**config.mk**
```make
export PLATFORM = sky130hd
export DESIGN_NAME = psw_top
export DESIGN_NICKNAME = d
export VERILOG_FILES = /design/src/psw_pkg.sv /design/src/psw_div.sv /design/src/psw_top.sv
export SDC_FILE = /design/constraint.sdc
export NUM_CORES = 1
export LEC_CHECK = 0
export ABC_AREA = 0
export BUFFER_PORTS_ARGS = -buffer_cell sky130_fd_sc_hd__buf_2
export CAP_MARGIN = 30
export CORE_AREA = 2 2 121 99
export CTS_BUF_LIST = sky130_fd_sc_hd__clkbuf_8 sky130_fd_sc_hd__clkbuf_16
export DETAILED_ROUTE_END_ITERATION = 16
export DIE_AREA = 0 0 123 101
export GPL_TIMING_DRIVEN = 0
export PLACE_DENSITY_LB_ADDON = 0.3
export SETUP_SLACK_MARGIN = 0.5
export SYNTH_ARGS = -nofsm -noshare
export SYNTH_HDL_FRONTEND = slang
export SYNTH_SLANG_ARGS = --single-unit
export TNS_END_PERCENT = 30
```
**constraint.sdc**
```tcl
create_clock -name ref_clk_in -period 3.91 [get_ports ref_clk_in]
set_input_delay 0.9775 -clock ref_clk_in [delete_from_list [all_inputs] [get_ports ref_clk_in]]
set_output_delay 0.9775 -clock ref_clk_in [all_outputs]
set_load 0.005 [all_outputs]
```
**src/psw_pkg.sv**
```systemverilog
// Shared constants and types for the synthesizer programming port
package psw_pkg;

  // ****************************************
  // Address byte layout
  // ****************************************
  localparam logic [4:0] ADDR_FIXED = 5'h18;
  localparam int ADDR_FIXED_MSB = 7;
  localparam int ADDR_FIXED_LSB = 3;
  localparam int ADDR_SEL_HI_POS = 2;
  localparam int ADDR_SEL_LO_POS = 1;
  localparam int ADDR_DIR_POS = 0;
  localparam logic ADDR_DIR_WRITE = 1'h0;

  // ****************************************
  // Data byte layout and auto-increment slots
  // ****************************************
  localparam int BYTE_W = 8;
  localparam logic [2:0] LAST_BIT = 3'h7;
  localparam int SEL_BIT_POS = 7;
  localparam logic [1:0] SLOT_DIV_UPPER = 2'h0;
  localparam logic [1:0] SLOT_DIV_LOWER = 2'h1;
  localparam logic [1:0] SLOT_MODE_REF = 2'h2;
  localparam logic [1:0] SLOT_PUMP = 2'h3;
  localparam int DIV_W = 15;
  localparam int TEST_MSB = 6;
  localparam int TEST_LSB = 4;
  localparam int REFSEL_MSB = 3;
  localparam int REFSEL_LSB = 1;
  localparam int PUMP_MSB = 7;
  localparam int PUMP_LSB = 6;

  // ****************************************
  // Reset values
  // ****************************************
  localparam logic [14:0] RST_DIV_RATIO = 15'h0001;
  localparam logic [2:0] RST_TEST_SEL = 3'h1;
  localparam logic [2:0] RST_REFDIV_SEL = 3'h0;
  localparam logic [1:0] RST_PUMP_SEL = 2'h0;

  // ****************************************
  // Test mode encodings
  // ****************************************
  localparam logic [2:0] TM_NORMAL_XOFF = 3'h0;
  localparam logic [2:0] TM_SINK_INIT = 3'h1;
  localparam logic [2:0] TM_HALF_DIV = 3'h2;
  localparam logic [2:0] TM_SINK = 3'h3;
  localparam logic [2:0] TM_NORMAL = 3'h4;
  localparam logic [2:0] TM_DBL_REF = 3'h5;
  localparam logic [2:0] TM_PUMP_OFF = 3'h6;
  localparam logic [2:0] TM_SOURCE = 3'h7;

  // ****************************************
  // Reference divider encodings and ratios
  // ****************************************
  localparam int REF_W = 6;
  localparam logic [2:0] RS_DIV2 = 3'h0;
  localparam logic [2:0] RS_DIV4 = 3'h1;
  localparam logic [2:0] RS_DIV8 = 3'h2;
  localparam logic [2:0] RS_DIV16 = 3'h5;
  localparam logic [2:0] RS_DIV32 = 3'h7;
  localparam logic [5:0] REF_RATIO_2 = 6'h02;
  localparam logic [5:0] REF_RATIO_4 = 6'h04;
  localparam logic [5:0] REF_RATIO_8 = 6'h08;
  localparam logic [5:0] REF_RATIO_16 = 6'h10;
  localparam logic [5:0] REF_RATIO_32 = 6'h20;

  // ****************************************
  // Timing
  // ****************************************
  localparam int CLK_FREQ_HZ = 20_000_000;
  localparam int CRYSTAL_FREQ_HZ = 4_000_000;
  localparam int CLK_PER_CRYSTAL = CLK_FREQ_HZ / CRYSTAL_FREQ_HZ;

  // ****************************************
  // Serial states, one-hot
  // ****************************************
  typedef enum logic [5:0] {
    ST_IDLE = 6'h01,
    ST_ADDR = 6'h02,
    ST_ADDR_ACK = 6'h04,
    ST_DATA = 6'h08,
    ST_DATA_ACK = 6'h10,
    ST_SKIP = 6'h20
  } psw_state_t;

  typedef struct packed {
    logic [2:0] test_sel;
    logic [2:0] refdiv_sel;
    logic [1:0] pump_sel;
  } psw_ctrl_t;

endpackage

```
**src/psw_div.sv**
```systemverilog
// Programmable edge counter used for the main and reference dividers
`timescale 1ns/1ps
module psw_div #(
  parameter int W = 15
) (
  // Clock and reset
  input wire logic ref_clk_in,
  input wire logic arst_n_in,
  // Counting
  input wire logic edge_in,
  input wire logic [W-1:0] ratio_in,
  output logic tick_out,
  output logic half_out
);

  logic [W-1:0] cnt_ff;
  logic [W-1:0] cnt_inc;

  if (W < 2) begin : g_chk
    $error("psw_div: width too small");
  end

  assign cnt_inc = cnt_ff + {{(W-1){1'b0}}, 1'b1};

  // A ratio of zero behaves as one rather than stalling the loop
  always_ff @(posedge ref_clk_in or negedge arst_n_in) begin
    if (!arst_n_in) begin
      cnt_ff <= '0;
      tick_out <= 1'b0;
    end else begin
      tick_out <= 1'b0;
      if (edge_in) begin
        if (cnt_inc >= ratio_in) begin
          cnt_ff <= '0;
          tick_out <= 1'b1;
        end else begin
          cnt_ff <= cnt_inc;
        end
      end
    end
  end

  always_ff @(posedge ref_clk_in or negedge arst_n_in) begin
    if (!arst_n_in) begin
      half_out <= 1'b0;
    end else if (tick_out) begin
      half_out <= ~half_out;
    end
  end

endmodule

```
**src/psw_top.sv**
```systemverilog
// Two-wire write port and divider/comparator datapath of the synthesizer
`timescale 1ns/1ps
module psw_top (
  // Clock and reset
  input wire logic ref_clk_in,
  input wire logic arst_n_in,
  // Two-wire bus
  input wire logic scl_in,
  input wire logic sda_in,
  output logic sda_out,
  output logic sda_oe_out,
  // Address select straps
  input wire logic addr_select_hi_in,
  input wire logic addr_select_lo_in,
  // Loop signals
  input wire logic vco_in,
  input wire logic crystal_in,
  // Charge pump, loop amplifier and crystal buffer
  output logic pump_up_out,
  output logic pump_dn_out,
  output logic [1:0] pump_current_out,
  output logic tuning_release_out,
  output logic crystal_buffer_out,
  // Programmed state
  output logic [14:0] divider_ratio_out,
  output logic [2:0] test_mode_out
);

  // ****************************************
  // Bus edge and condition detection
  // ****************************************
  logic scl_d_ff;
  logic sda_d_ff;
  logic scl_rise;
  logic scl_fall;
  logic start_cond;
  logic stop_cond;

  always_ff @(posedge ref_clk_in or negedge arst_n_in) begin
    if (!arst_n_in) begin
      scl_d_ff <= 1'b1;
      sda_d_ff <= 1'b1;
    end else begin
      scl_d_ff <= scl_in;
      sda_d_ff <= sda_in;
    end
  end

  assign scl_rise = scl_in & ~scl_d_ff;
  assign scl_fall = ~scl_in & scl_d_ff;
  assign start_cond = scl_in & scl_d_ff & sda_d_ff & ~sda_in;
  assign stop_cond = scl_in & scl_d_ff & ~sda_d_ff & sda_in;

  // ****************************************
  // Serial state machine
  // ****************************************
  psw_pkg::psw_state_t state_ff;
  logic [2:0] bit_cnt_ff;
  logic [6:0] shift_ff;
  logic ack_drive_ff;
  logic byte_done;
  logic [7:0] rx_byte;
  logic addr_match;

  assign byte_done = scl_rise && (bit_cnt_ff == psw_pkg::LAST_BIT);
  assign rx_byte = {shift_ff, sda_in};
  assign addr_match =
    (rx_byte[psw_pkg::ADDR_FIXED_MSB:psw_pkg::ADDR_FIXED_LSB] == psw_pkg::ADDR_FIXED) &&
    (rx_byte[psw_pkg::ADDR_SEL_HI_POS] == addr_select_hi_in) &&
    (rx_byte[psw_pkg::ADDR_SEL_LO_POS] == addr_select_lo_in) &&
    (rx_byte[psw_pkg::ADDR_DIR_POS] == psw_pkg::ADDR_DIR_WRITE);

  always_ff @(posedge ref_clk_in or negedge arst_n_in) begin
    if (!arst_n_in) begin
      state_ff <= psw_pkg::ST_IDLE;
    end else if (stop_cond) begin
      state_ff <= psw_pkg::ST_IDLE;
    end else if (start_cond) begin
      state_ff <= psw_pkg::ST_ADDR;
    end else begin
      case (state_ff)
        psw_pkg::ST_IDLE: state_ff <= psw_pkg::ST_IDLE;
        psw_pkg::ST_ADDR: begin
          if (byte_done) begin
            // Reads are not served here, so they are simply not acknowledged
            state_ff <= addr_match ? psw_pkg::ST_ADDR_ACK : psw_pkg::ST_SKIP;
          end
        end
        psw_pkg::ST_DATA: begin
          if (byte_done) begin
            state_ff <= psw_pkg::ST_DATA_ACK;
          end
        end
        psw_pkg::ST_ADDR_ACK, psw_pkg::ST_DATA_ACK: begin
          if (scl_fall && ack_drive_ff) begin
            state_ff <= psw_pkg::ST_DATA;
          end
        end
        psw_pkg::ST_SKIP: state_ff <= psw_pkg::ST_SKIP;
        default: state_ff <= psw_pkg::ST_IDLE;
      endcase
    end
  end

  always_ff @(posedge ref_clk_in or negedge arst_n_in) begin
    if (!arst_n_in) begin
      bit_cnt_ff <= 3'h0;
      shift_ff <= 7'h00;
    end else if (start_cond || (scl_fall && ack_drive_ff)) begin
      bit_cnt_ff <= 3'h0;
    end else if (scl_rise && (state_ff == psw_pkg::ST_ADDR || state_ff == psw_pkg::ST_DATA)) begin
      bit_cnt_ff <= bit_cnt_ff + 3'h1;
      shift_ff <= rx_byte[6:0];
    end
  end

  // ****************************************
  // Acknowledge drive
  // ****************************************
  always_ff @(posedge ref_clk_in or negedge arst_n_in) begin
    if (!arst_n_in) begin
      ack_drive_ff <= 1'b0;
    end else if (start_cond || stop_cond) begin
      ack_drive_ff <= 1'b0;
    end else if (scl_fall &&
                 (state_ff == psw_pkg::ST_ADDR_ACK || state_ff == psw_pkg::ST_DATA_ACK)) begin
      ack_drive_ff <= ~ack_drive_ff;
    end
  end

  always_ff @(posedge ref_clk_in or negedge arst_n_in) begin
    if (!arst_n_in) begin
      sda_out <= 1'b0;
      sda_oe_out <= 1'b0;
    end else begin
      sda_out <= 1'b0;
      sda_oe_out <= ack_drive_ff;
    end
  end

  // ****************************************
  // Programming registers
  // ****************************************
  logic first_byte_ff;
  logic [1:0] slot_ff;
  logic [1:0] slot;
  logic data_load;
  logic [6:0] upper_pend_ff;
  logic upper_new_ff;
  psw_pkg::psw_ctrl_t ctrl_ff;

  assign data_load = byte_done && (state_ff == psw_pkg::ST_DATA);
  assign slot = first_byte_ff ?
                (rx_byte[psw_pkg::SEL_BIT_POS] ? psw_pkg::SLOT_MODE_REF
                                               : psw_pkg::SLOT_DIV_UPPER) : slot_ff;

  always_ff @(posedge ref_clk_in or negedge arst_n_in) begin
    if (!arst_n_in) begin
      first_byte_ff <= 1'b0;
      slot_ff <= psw_pkg::SLOT_DIV_UPPER;
    end else if (state_ff == psw_pkg::ST_ADDR_ACK) begin
      first_byte_ff <= 1'b1;
    end else if (data_load) begin
      first_byte_ff <= 1'b0;
      slot_ff <= slot + 2'h1;
    end
  end

  // The upper divider byte is staged until the lower byte, or applied with the old lower byte at a stop
  always_ff @(posedge ref_clk_in or negedge arst_n_in) begin
    if (!arst_n_in) begin
      upper_pend_ff <= psw_pkg::RST_DIV_RATIO[14:8];
      upper_new_ff <= 1'b0;
      divider_ratio_out <= psw_pkg::RST_DIV_RATIO;
    end else if (data_load && slot == psw_pkg::SLOT_DIV_UPPER) begin
      upper_pend_ff <= rx_byte[6:0];
      upper_new_ff <= 1'b1;
    end else if (data_load && slot == psw_pkg::SLOT_DIV_LOWER) begin
      divider_ratio_out <= {upper_pend_ff, rx_byte};
      upper_new_ff <= 1'b0;
    end else if (stop_cond && upper_new_ff) begin
      divider_ratio_out <= {upper_pend_ff, divider_ratio_out[7:0]};
      upper_new_ff <= 1'b0;
    end
  end

  always_ff @(posedge ref_clk_in or negedge arst_n_in) begin
    if (!arst_n_in) begin
      ctrl_ff.test_sel <= psw_pkg::RST_TEST_SEL;
      ctrl_ff.refdiv_sel <= psw_pkg::RST_REFDIV_SEL;
      ctrl_ff.pump_sel <= psw_pkg::RST_PUMP_SEL;
    end else if (data_load && slot == psw_pkg::SLOT_MODE_REF) begin
      ctrl_ff.test_sel <= rx_byte[psw_pkg::TEST_MSB:psw_pkg::TEST_LSB];
      ctrl_ff.refdiv_sel <= rx_byte[psw_pkg::REFSEL_MSB:psw_pkg::REFSEL_LSB];
    end else if (data_load && slot == psw_pkg::SLOT_PUMP) begin
      ctrl_ff.pump_sel <= rx_byte[psw_pkg::PUMP_MSB:psw_pkg::PUMP_LSB];
    end
  end

  // ****************************************
  // Reference divider and main divider
  // ****************************************
  logic vco_d_ff;
  logic xtal_d_ff;
  logic [5:0] ref_ratio_ff;
  logic comp_tick;
  logic comp_half;
  logic div_tick;
  logic div_half;

  always_ff @(posedge ref_clk_in or negedge arst_n_in) begin
    if (!arst_n_in) begin
      vco_d_ff <= 1'b0;
      xtal_d_ff <= 1'b0;
    end else begin
      vco_d_ff <= vco_in;
      xtal_d_ff <= crystal_in;
    end
  end

  // Disallowed encodings keep the last legal ratio
  always_ff @(posedge ref_clk_in or negedge arst_n_in) begin
    if (!arst_n_in) begin
      ref_ratio_ff <= psw_pkg::REF_RATIO_2;
    end else begin
      case (ctrl_ff.refdiv_sel)
        psw_pkg::RS_DIV2: ref_ratio_ff <= psw_pkg::REF_RATIO_2;
        psw_pkg::RS_DIV4: ref_ratio_ff <= psw_pkg::REF_RATIO_4;
        psw_pkg::RS_DIV8: ref_ratio_ff <= psw_pkg::REF_RATIO_8;
        psw_pkg::RS_DIV16: ref_ratio_ff <= psw_pkg::REF_RATIO_16;
        psw_pkg::RS_DIV32: ref_ratio_ff <= psw_pkg::REF_RATIO_32;
        default: ref_ratio_ff <= ref_ratio_ff;
      endcase
    end
  end

  psw_div #(.W(psw_pkg::REF_W)) u_ref_div (
    .ref_clk_in(ref_clk_in),
    .arst_n_in(arst_n_in),
    .edge_in(crystal_in & ~xtal_d_ff),
    .ratio_in(ref_ratio_ff),
    .tick_out(comp_tick),
    .half_out(comp_half)
  );

  psw_div #(.W(psw_pkg::DIV_W)) u_main_div (
    .ref_clk_in(ref_clk_in),
    .arst_n_in(arst_n_in),
    .edge_in(vco_in & ~vco_d_ff),
    .ratio_in(divider_ratio_out),
    .tick_out(div_tick),
    .half_out(div_half)
  );

  // ****************************************
  // Phase/frequency comparator and pump control
  // ****************************************
  logic pfd_up_ff;
  logic pfd_dn_ff;

  always_ff @(posedge ref_clk_in or negedge arst_n_in) begin
    if (!arst_n_in) begin
      pfd_up_ff <= 1'b0;
      pfd_dn_ff <= 1'b0;
    end else if (pfd_up_ff && pfd_dn_ff) begin
      pfd_up_ff <= comp_tick;
      pfd_dn_ff <= div_tick;
    end else begin
      pfd_up_ff <= pfd_up_ff | comp_tick;
      pfd_dn_ff <= pfd_dn_ff | div_tick;
    end
  end

  always_ff @(posedge ref_clk_in or negedge arst_n_in) begin
    if (!arst_n_in) begin
      pump_up_out <= 1'b0;
      pump_dn_out <= 1'b0;
      tuning_release_out <= 1'b1;
      crystal_buffer_out <= 1'b0;
      pump_current_out <= psw_pkg::RST_PUMP_SEL;
      test_mode_out <= psw_pkg::RST_TEST_SEL;
    end else begin
      pump_current_out <= ctrl_ff.pump_sel;
      test_mode_out <= ctrl_ff.test_sel;
      pump_up_out <= pfd_up_ff & ~pfd_dn_ff;
      pump_dn_out <= pfd_dn_ff & ~pfd_up_ff;
      tuning_release_out <= 1'b0;
      crystal_buffer_out <= xtal_d_ff;
      case (ctrl_ff.test_sel)
        psw_pkg::TM_NORMAL_XOFF: crystal_buffer_out <= 1'b0;
        psw_pkg::TM_NORMAL: crystal_buffer_out <= xtal_d_ff;
        psw_pkg::TM_HALF_DIV: crystal_buffer_out <= div_half;
        psw_pkg::TM_DBL_REF: crystal_buffer_out <= comp_half;
        psw_pkg::TM_SINK_INIT, psw_pkg::TM_SINK: begin
          pump_up_out <= 1'b0;
          pump_dn_out <= 1'b1;
          tuning_release_out <= 1'b1;
        end
        psw_pkg::TM_SOURCE: begin
          pump_up_out <= 1'b1;
          pump_dn_out <= 1'b0;
          tuning_release_out <= 1'b1;
        end
        psw_pkg::TM_PUMP_OFF: begin
          pump_up_out <= 1'b0;
          pump_dn_out <= 1'b0;
          tuning_release_out <= 1'b1;
        end
        default: crystal_buffer_out <= xtal_d_ff;
      endcase
    end
  end

endmodule

```
# ---- Word-level counts from Yosys, hierarchy flattened
# Index checks and enable logic that the tools add are counted.
dict set report word_totals {
  reg_bits 98
  output_inout_bits 26
  word_cells 163
}
dict set report classes {
  addsub 4
  order_cmp 2
  eq_ne 25
  muxes 33
  bitwise 28
  n_reduce_logical 38
}
# cell count
set ops {}
lappend ops {{two-way mux 15 bit} 3}
lappend ops {{two-way mux 6 bit} 7}
lappend ops {{one-hot mux 6 bit (5 select lines)} 1}
lappend ops {{one-hot mux 6 bit (4 select lines)} 1}
lappend ops {{equality test 3 bit, second input constant} 6}
lappend ops {{adder 15 x 1 -> 15 bit, second input constant} 1}
lappend ops {{>= comparator 15 bit} 1}
lappend ops {{inverter 1 bit} 15}
lappend ops {{logical AND 1 bit} 14}
lappend ops {{two-way mux 1 bit} 14}
lappend ops {{inequality test 4 bit, second input constant} 3}
lappend ops {{bitwise AND 1 bit} 11}
lappend ops {{AND reduction 2 bit} 5}
lappend ops {{equality test 3 x 2 -> 1 bit, second input constant} 3}
lappend ops {{nonzero test 2 bit} 4}
lappend ops {{adder 6 x 1 -> 6 bit, second input constant} 1}
lappend ops {{equality test 3 x 1 -> 1 bit, second input constant} 2}
lappend ops {{equality test 6 x 2 -> 1 bit, second input constant} 1}
lappend ops {{equality test 6 x 3 -> 1 bit, second input constant} 1}
lappend ops {{equality test 6 x 4 -> 1 bit, second input constant} 1}
lappend ops {{equality test 6 x 5 -> 1 bit, second input constant} 1}
lappend ops {{equality test 6 bit, second input constant} 1}
lappend ops {{>= comparator 6 bit} 1}
lappend ops {{zero test 3 bit} 2}
lappend ops {{19 further kinds} 30}

# ---- Longest topological paths before layout
dict set report depth {
  word_depth 9
  mapped_depth 12
}

# ---- Hierarchy
# A second synthesis with hierarchy kept.
dict set report unflattened {
  hier_cells 459
  area_unflattened_um2 4988.5
}
# mod n_inst cells_per_inst area_each_um2 seq_area_each_um2
set by_module_without_submodules {}
lappend by_module_without_submodules {psw_top 1 256 3119.2 1811.7}
lappend by_module_without_submodules {{psw_div (u_main_div)} 1 148 1330.0 425.4}
lappend by_module_without_submodules {{psw_div (u_ref_div)} 1 55 539.3 200.2}

# ---- Least setup slack after synthesis
# Ideal clock, no wire load.
dict set report synth_path {
  path_type {register to register}
  startpoint {reg u_main_div.cnt_ff[0]}
  endpoint {reg u_main_div.cnt_ff[10]}
  arrival_time_ns 2.807
  slack_ns 1.008
  stages_incl_launch_ff 13
  path_buffers 1
  synth_period_minus_slack_ns 2.902
  cell_sequence {dfrtp_1 -> ha_1 -> nand2_1 -> nor4_2 -> nand3_1 -> xnor2_1 -> ha_1 -> a21oi_1 -> o21ai_0 -> a21oi_1 -> o21ai_0 -> clkbuf_1 -> o31ai_1}
}
dict set report synth_via {
  elab_chain_cells 3
}
# element line_no
set synth_lines {}
lappend synth_lines {{from (decl)} psw_div.sv:16} ;# logic [W-1:0] cnt_ff;
lappend synth_lines {{from (signal assigned)} psw_div.sv:37} ;# cnt_ff <= cnt_inc;
lappend synth_lines {{adder 15 x 1 -> 15 bit (*)} psw_div.sv:23} ;# assign cnt_inc = cnt_ff + {{(W-1){1'b0}}, 1'b1};
lappend synth_lines {{>= comparator 15 bit} psw_div.sv:33} ;# if (cnt_inc >= ratio_in) begin
lappend synth_lines {{two-way mux 15 bit (*)} psw_div.sv:33}
# Every way passes the cells marked *; elsewhere a longest branch is shown, timed or not.
# A chain may end at the register's enable or synchronous reset.

# ---- Worst setup path after layout
dict set report layout_path {
  startpoint {reg u_main_div.cnt_ff[0]}
  endpoint {reg u_main_div.cnt_ff[0]}
}
# The elaborated chain is that of the path after synthesis.

==> summary.md <==
| Metric | Value |
|---|---|
| Register share of total power | 0.467 |
| Area Overhead vs Synth | 13.75% |
| Crit Path Max Fanout | 10 |
| Max H-tree Level | 3 |
| Starting density of the core | 0.4391 |
| Worst supply voltage drop on vdd | 207.2 uV |
| Per-instance average area after synthesis | 10.56 um^2 |
| Number of diodes | 0 |
| Number of register bits inferred by synthesis | 97 |
| Startpoint of the worst setup timing path | u_main_div.cnt_ff[0] |
| Required time worst endpoint | 4120 ps |
| Layout Cells excl Fill | 668 |
| Share of the synthesized area in compound gates (AO/OA/AOI/OAI) | 0.1016 |
| Fin. max-slew vios | 0 |
| Via/cell ratio | 5.226 |
| Cells after Synth | 470 |
| Count of final hold-check violations | 0 |
| Die height | 101 um |
| Dpl cells | 651 |
| Simple-gate area share of the yosys netlist | 0.1639 |
| Period Utilization, post-route | 0.8150 |
| Arrival time worst endpoint | 3400 ps |
| Total iterations of the first detailed-routing run | 5 |
| Vias in the first global route | 3355 |
| Maximum root-to-sink buffer count | 2 |
| Io pins | 34 |
| Sort of element at the start of the critical path | flop |
| Routed wire length | 9905 um |
| Clock transition at path regs | 70 ps |
| Max-capacitance violation count | 0 |
| First-pass GRT wire length | 16530 um |
| Synthesized cell area | 4961 um^2 |
| Clk_lat worst skew | 350 ps |
| Worst clock skew | 6.156 ps |
| Vias after detailed routing | 3491 |
| Setup TNS | 0 ps |
| Most instantiated flip-flop cell in the synthesis netlist | sky130_fd_sc_hd__dfrtp_1 |
| Die Area | 12420 um^2 |
| Power density over the cells | 442.2 nW/um^2 |
| Pre-CTS setup slack | -57.72 ps |
| Class of the most critical setup path | flop to flop |
| Net switching power | 759.7 uW |
| PnR worst setup slack | 723.2 ps |
| Clock network fraction of design power | 0.328 |
| Final layout net count | 551 |
| Number of placement rows | 35 |
| Final routed wire length divided by cell count | 14.83 um |
| HPWL reported at the end of detailed placement | 7022 um |
| Number of antenna violations at the first check in global routing | 0 |
| Number of nets with antenna violations after routing | 0 |
| Share of cell area taken by muxes after synthesis | 0.09281 |
| Setup repair after global routing missed its margin | false |
| Endpoint class of the critical path | flop |
| Maximum operating frequency | 313.8 MHz |
| Transition time of the tightest slew-check pin | 535.9 ps |
| Final worst path period need | 3187 ps |
| Final core utilization | 0.4994 |
| Drc violations | 0 |
| Number of DRC markers in iteration 0 | 184 |
| Count of distinct cell types in the synthesized netlist | 59 |
| Synth Net Count | 506 |
| Cts bufs inserted | 9 |
| Setup violations, final | 0 |
| Share of total power in combinational logic | 0.204 |
| Clock Sink Count | 97 |
| Core outline area | 11300 um^2 |
| Parity-gate share of the synthesized area counting xor and xnor cells | 0.04237 |
| Synth warnings | 0 |
| Maximum number of pins on one net before global-route repair | 66 |
| Run status | completed |
| Hold Crit Class | flop to flop |
| Sequential area share after synthesis | 0.4913 |
| Number of buffers inserted by hold repair at cts | 0 |
| Share of final-layout standard cells stronger than drive strength 1 | 0.2115 |
| Power after layout | 2.496 mW |
| Count of buffers from port buffering | 32 |
| Fraction of synthesis flops using an asynchronous set or reset pin | 1.000 |
| Main combinational cell family by area after synthesis | simple AND/OR/NAND/NOR gates |
| Leak Pwr | 2.809 nW |
| Power Internal | 1.736 mW |
| Synthesized-area fraction occupied by adder cells | 0.07062 |
| Switching Share | 0.3044 |
| TritonCTS clock tree | built |
| All-Layer GR Usage | 0.1733 |
| Source of the worst hold timing path | ctrl_ff[0] |
| DIE WIDTH | 123 um |
| Root Buffer Master | sky130_fd_sc_hd__clkbuf_16 |
| Final estimated routing congestion in global placement | 0.8856 |
| Number of enable-type register cells in the synthesized netlist | 0 |
| Global-route congestion overflow total | 0 |
| Source of the worst register-to-register timing path | u_main_div.cnt_ff[0] |
| Worst rel slew slack | 0.6427 |
final cells by class:
type                            instances  area, um^2
Fill cell                            1035        5655
Clock inverter                          7       46.29
Inverter                               32       120.1
Multi-Input combinational cell        329        2369
Tap cell                              148       185.2
Timing Repair Buffer                   34       197.7
Buffer                                 12       62.56
Clock buffer                            9       225.2
Sequential cell                        97        2437
per-layer routing:
layer  GRT usage  share of wire  vias up  wire, um
met5           0              0        -         0
met4     0.04895          0.015        0       150
met3     0.05486          0.051       12       510
met2      0.2550           0.44       77      4370
met1      0.2463           0.49     1678      4874
li1            -              -     1724         -
through the flow:
| stage | hold WS [ps] | instance area [um^2] |
|---|---|---|
| after global placement | 361.3 | 5306 |
| after floorplan | 350.1 | 4961 |
| after detailed placement | 364.6 | 5336 |
| final | 374.5 | 5643 |
| after global routing | 387.4 | 5643 |
| after CTS | 375.6 | 5629 |
power by group through the flow:
stage	Clock, mW	Sequential (mW)	Combinational [mW]
after floorplan	0	1.17	0.346
after global placement	0	1.18	0.459
after detailed placement	0	1.18	0.480
after CTS	0.847	1.16	0.502
after global routing	0.888	1.18	0.588
final	0.820	1.17	0.510
final timing paths:
| check | to | slack, ps | cells after the start |
|---|---|---|---|
| max in group asynchronous | ctrl_ff[5] | 2660 | 2 |
| min in group asynchronous | u_ref_div.cnt_ff[2] | 570 | 1 |
| max | u_main_div.cnt_ff[0] | 720 | 12 |
| min reg2reg | pump_current_out[0] | 370 | 0 |
| min | pump_current_out[0] | 370 | 0 |
| max reg2reg | u_main_div.cnt_ff[0] | 720 | 12 |
repair_timing:
action | 4_1_cts | 5_1_grt
gates resized for setup | 4 | 3
buffers inserted | 1 | 0
setup endpoints to repair | 14 | 10
layout by cell type, fill, tap and decap left out, drive strengths merged, types with 3 or more instances in the layout:
cell and count:
xor2 10, o221ai 3, nand3 11, nor2 26
nand3b 3, nand4 5, xnor2 14, dfstp 8
nand2 66, a21oi 16, clkbuf 16, a21o 5
inv 35, buf 39, and2 5, ha 28
nor4 4, nor3 6, a22o 4, and3 5
o21ai 24, nand2b 13, dfrtp 89, o211ai 5
mux2 35, o31ai 5, nor2b 7, mux2i 4
worst max-delay path: stages (launching register included):
cell                       delay [ps]
sky130_fd_sc_hd__dfrtp_1          400
sky130_fd_sc_hd__ha_1             320
sky130_fd_sc_hd__nand2_1          150
sky130_fd_sc_hd__nor4_4           420
sky130_fd_sc_hd__nand3_1          160
sky130_fd_sc_hd__xnor2_1          160
sky130_fd_sc_hd__ha_1             300
sky130_fd_sc_hd__nand2_1           70
sky130_fd_sc_hd__nor2_1           210
sky130_fd_sc_hd__nand2_2          200
sky130_fd_sc_hd__o21ai_4          240
sky130_fd_sc_hd__clkbuf_2         280
sky130_fd_sc_hd__o21ai_0          140
registers in the layout, summed over array words and instances, names as in the netlist, 2 cells and up:
name,count
divider_ratio_out,15
test_mode_out,3
u_ref_div.cnt_ff,6
bit_cnt_ff,3
ctrl_ff,8
u_main_div.cnt_ff,15
shift_ff,7
slot_ff,2
pump_current_out,2
state_ff,6
ref_ratio_ff,5
upper_pend_ff,7
cells in the mapped netlist (all sizes together) (6+ instances only):
master / n / area (um^2)
a21oi: 16 / 87.59
clkbuf: 7 / 26.28
dfrtp: 89 / 2227
dfstp: 8 / 210.2
ha: 28 / 350.3
inv: 32 / 120.1
mux2: 35 / 420.4
nand2: 66 / 250.2
nand2b: 13 / 81.33
nand3: 11 / 55.05
nor2: 26 / 113.9
nor2b: 7 / 43.79
nor3: 6 / 41.29
o21ai: 24 / 120.1
xnor2: 14 / 122.6
xor2: 10 / 87.58
cells by family after synthesis:
| kind of cell | Yosys count |
|---|---|
| compound gates | 77 |
| xor+xnor | 24 |
| fa+ha+maj | 28 |
| buf+inv | 44 |
| flops | 97 |
| mux | 39 |
| other cells | 1 |
| simple gates | 160 |
Note: power is estimated with default switching activity, not from simulation.
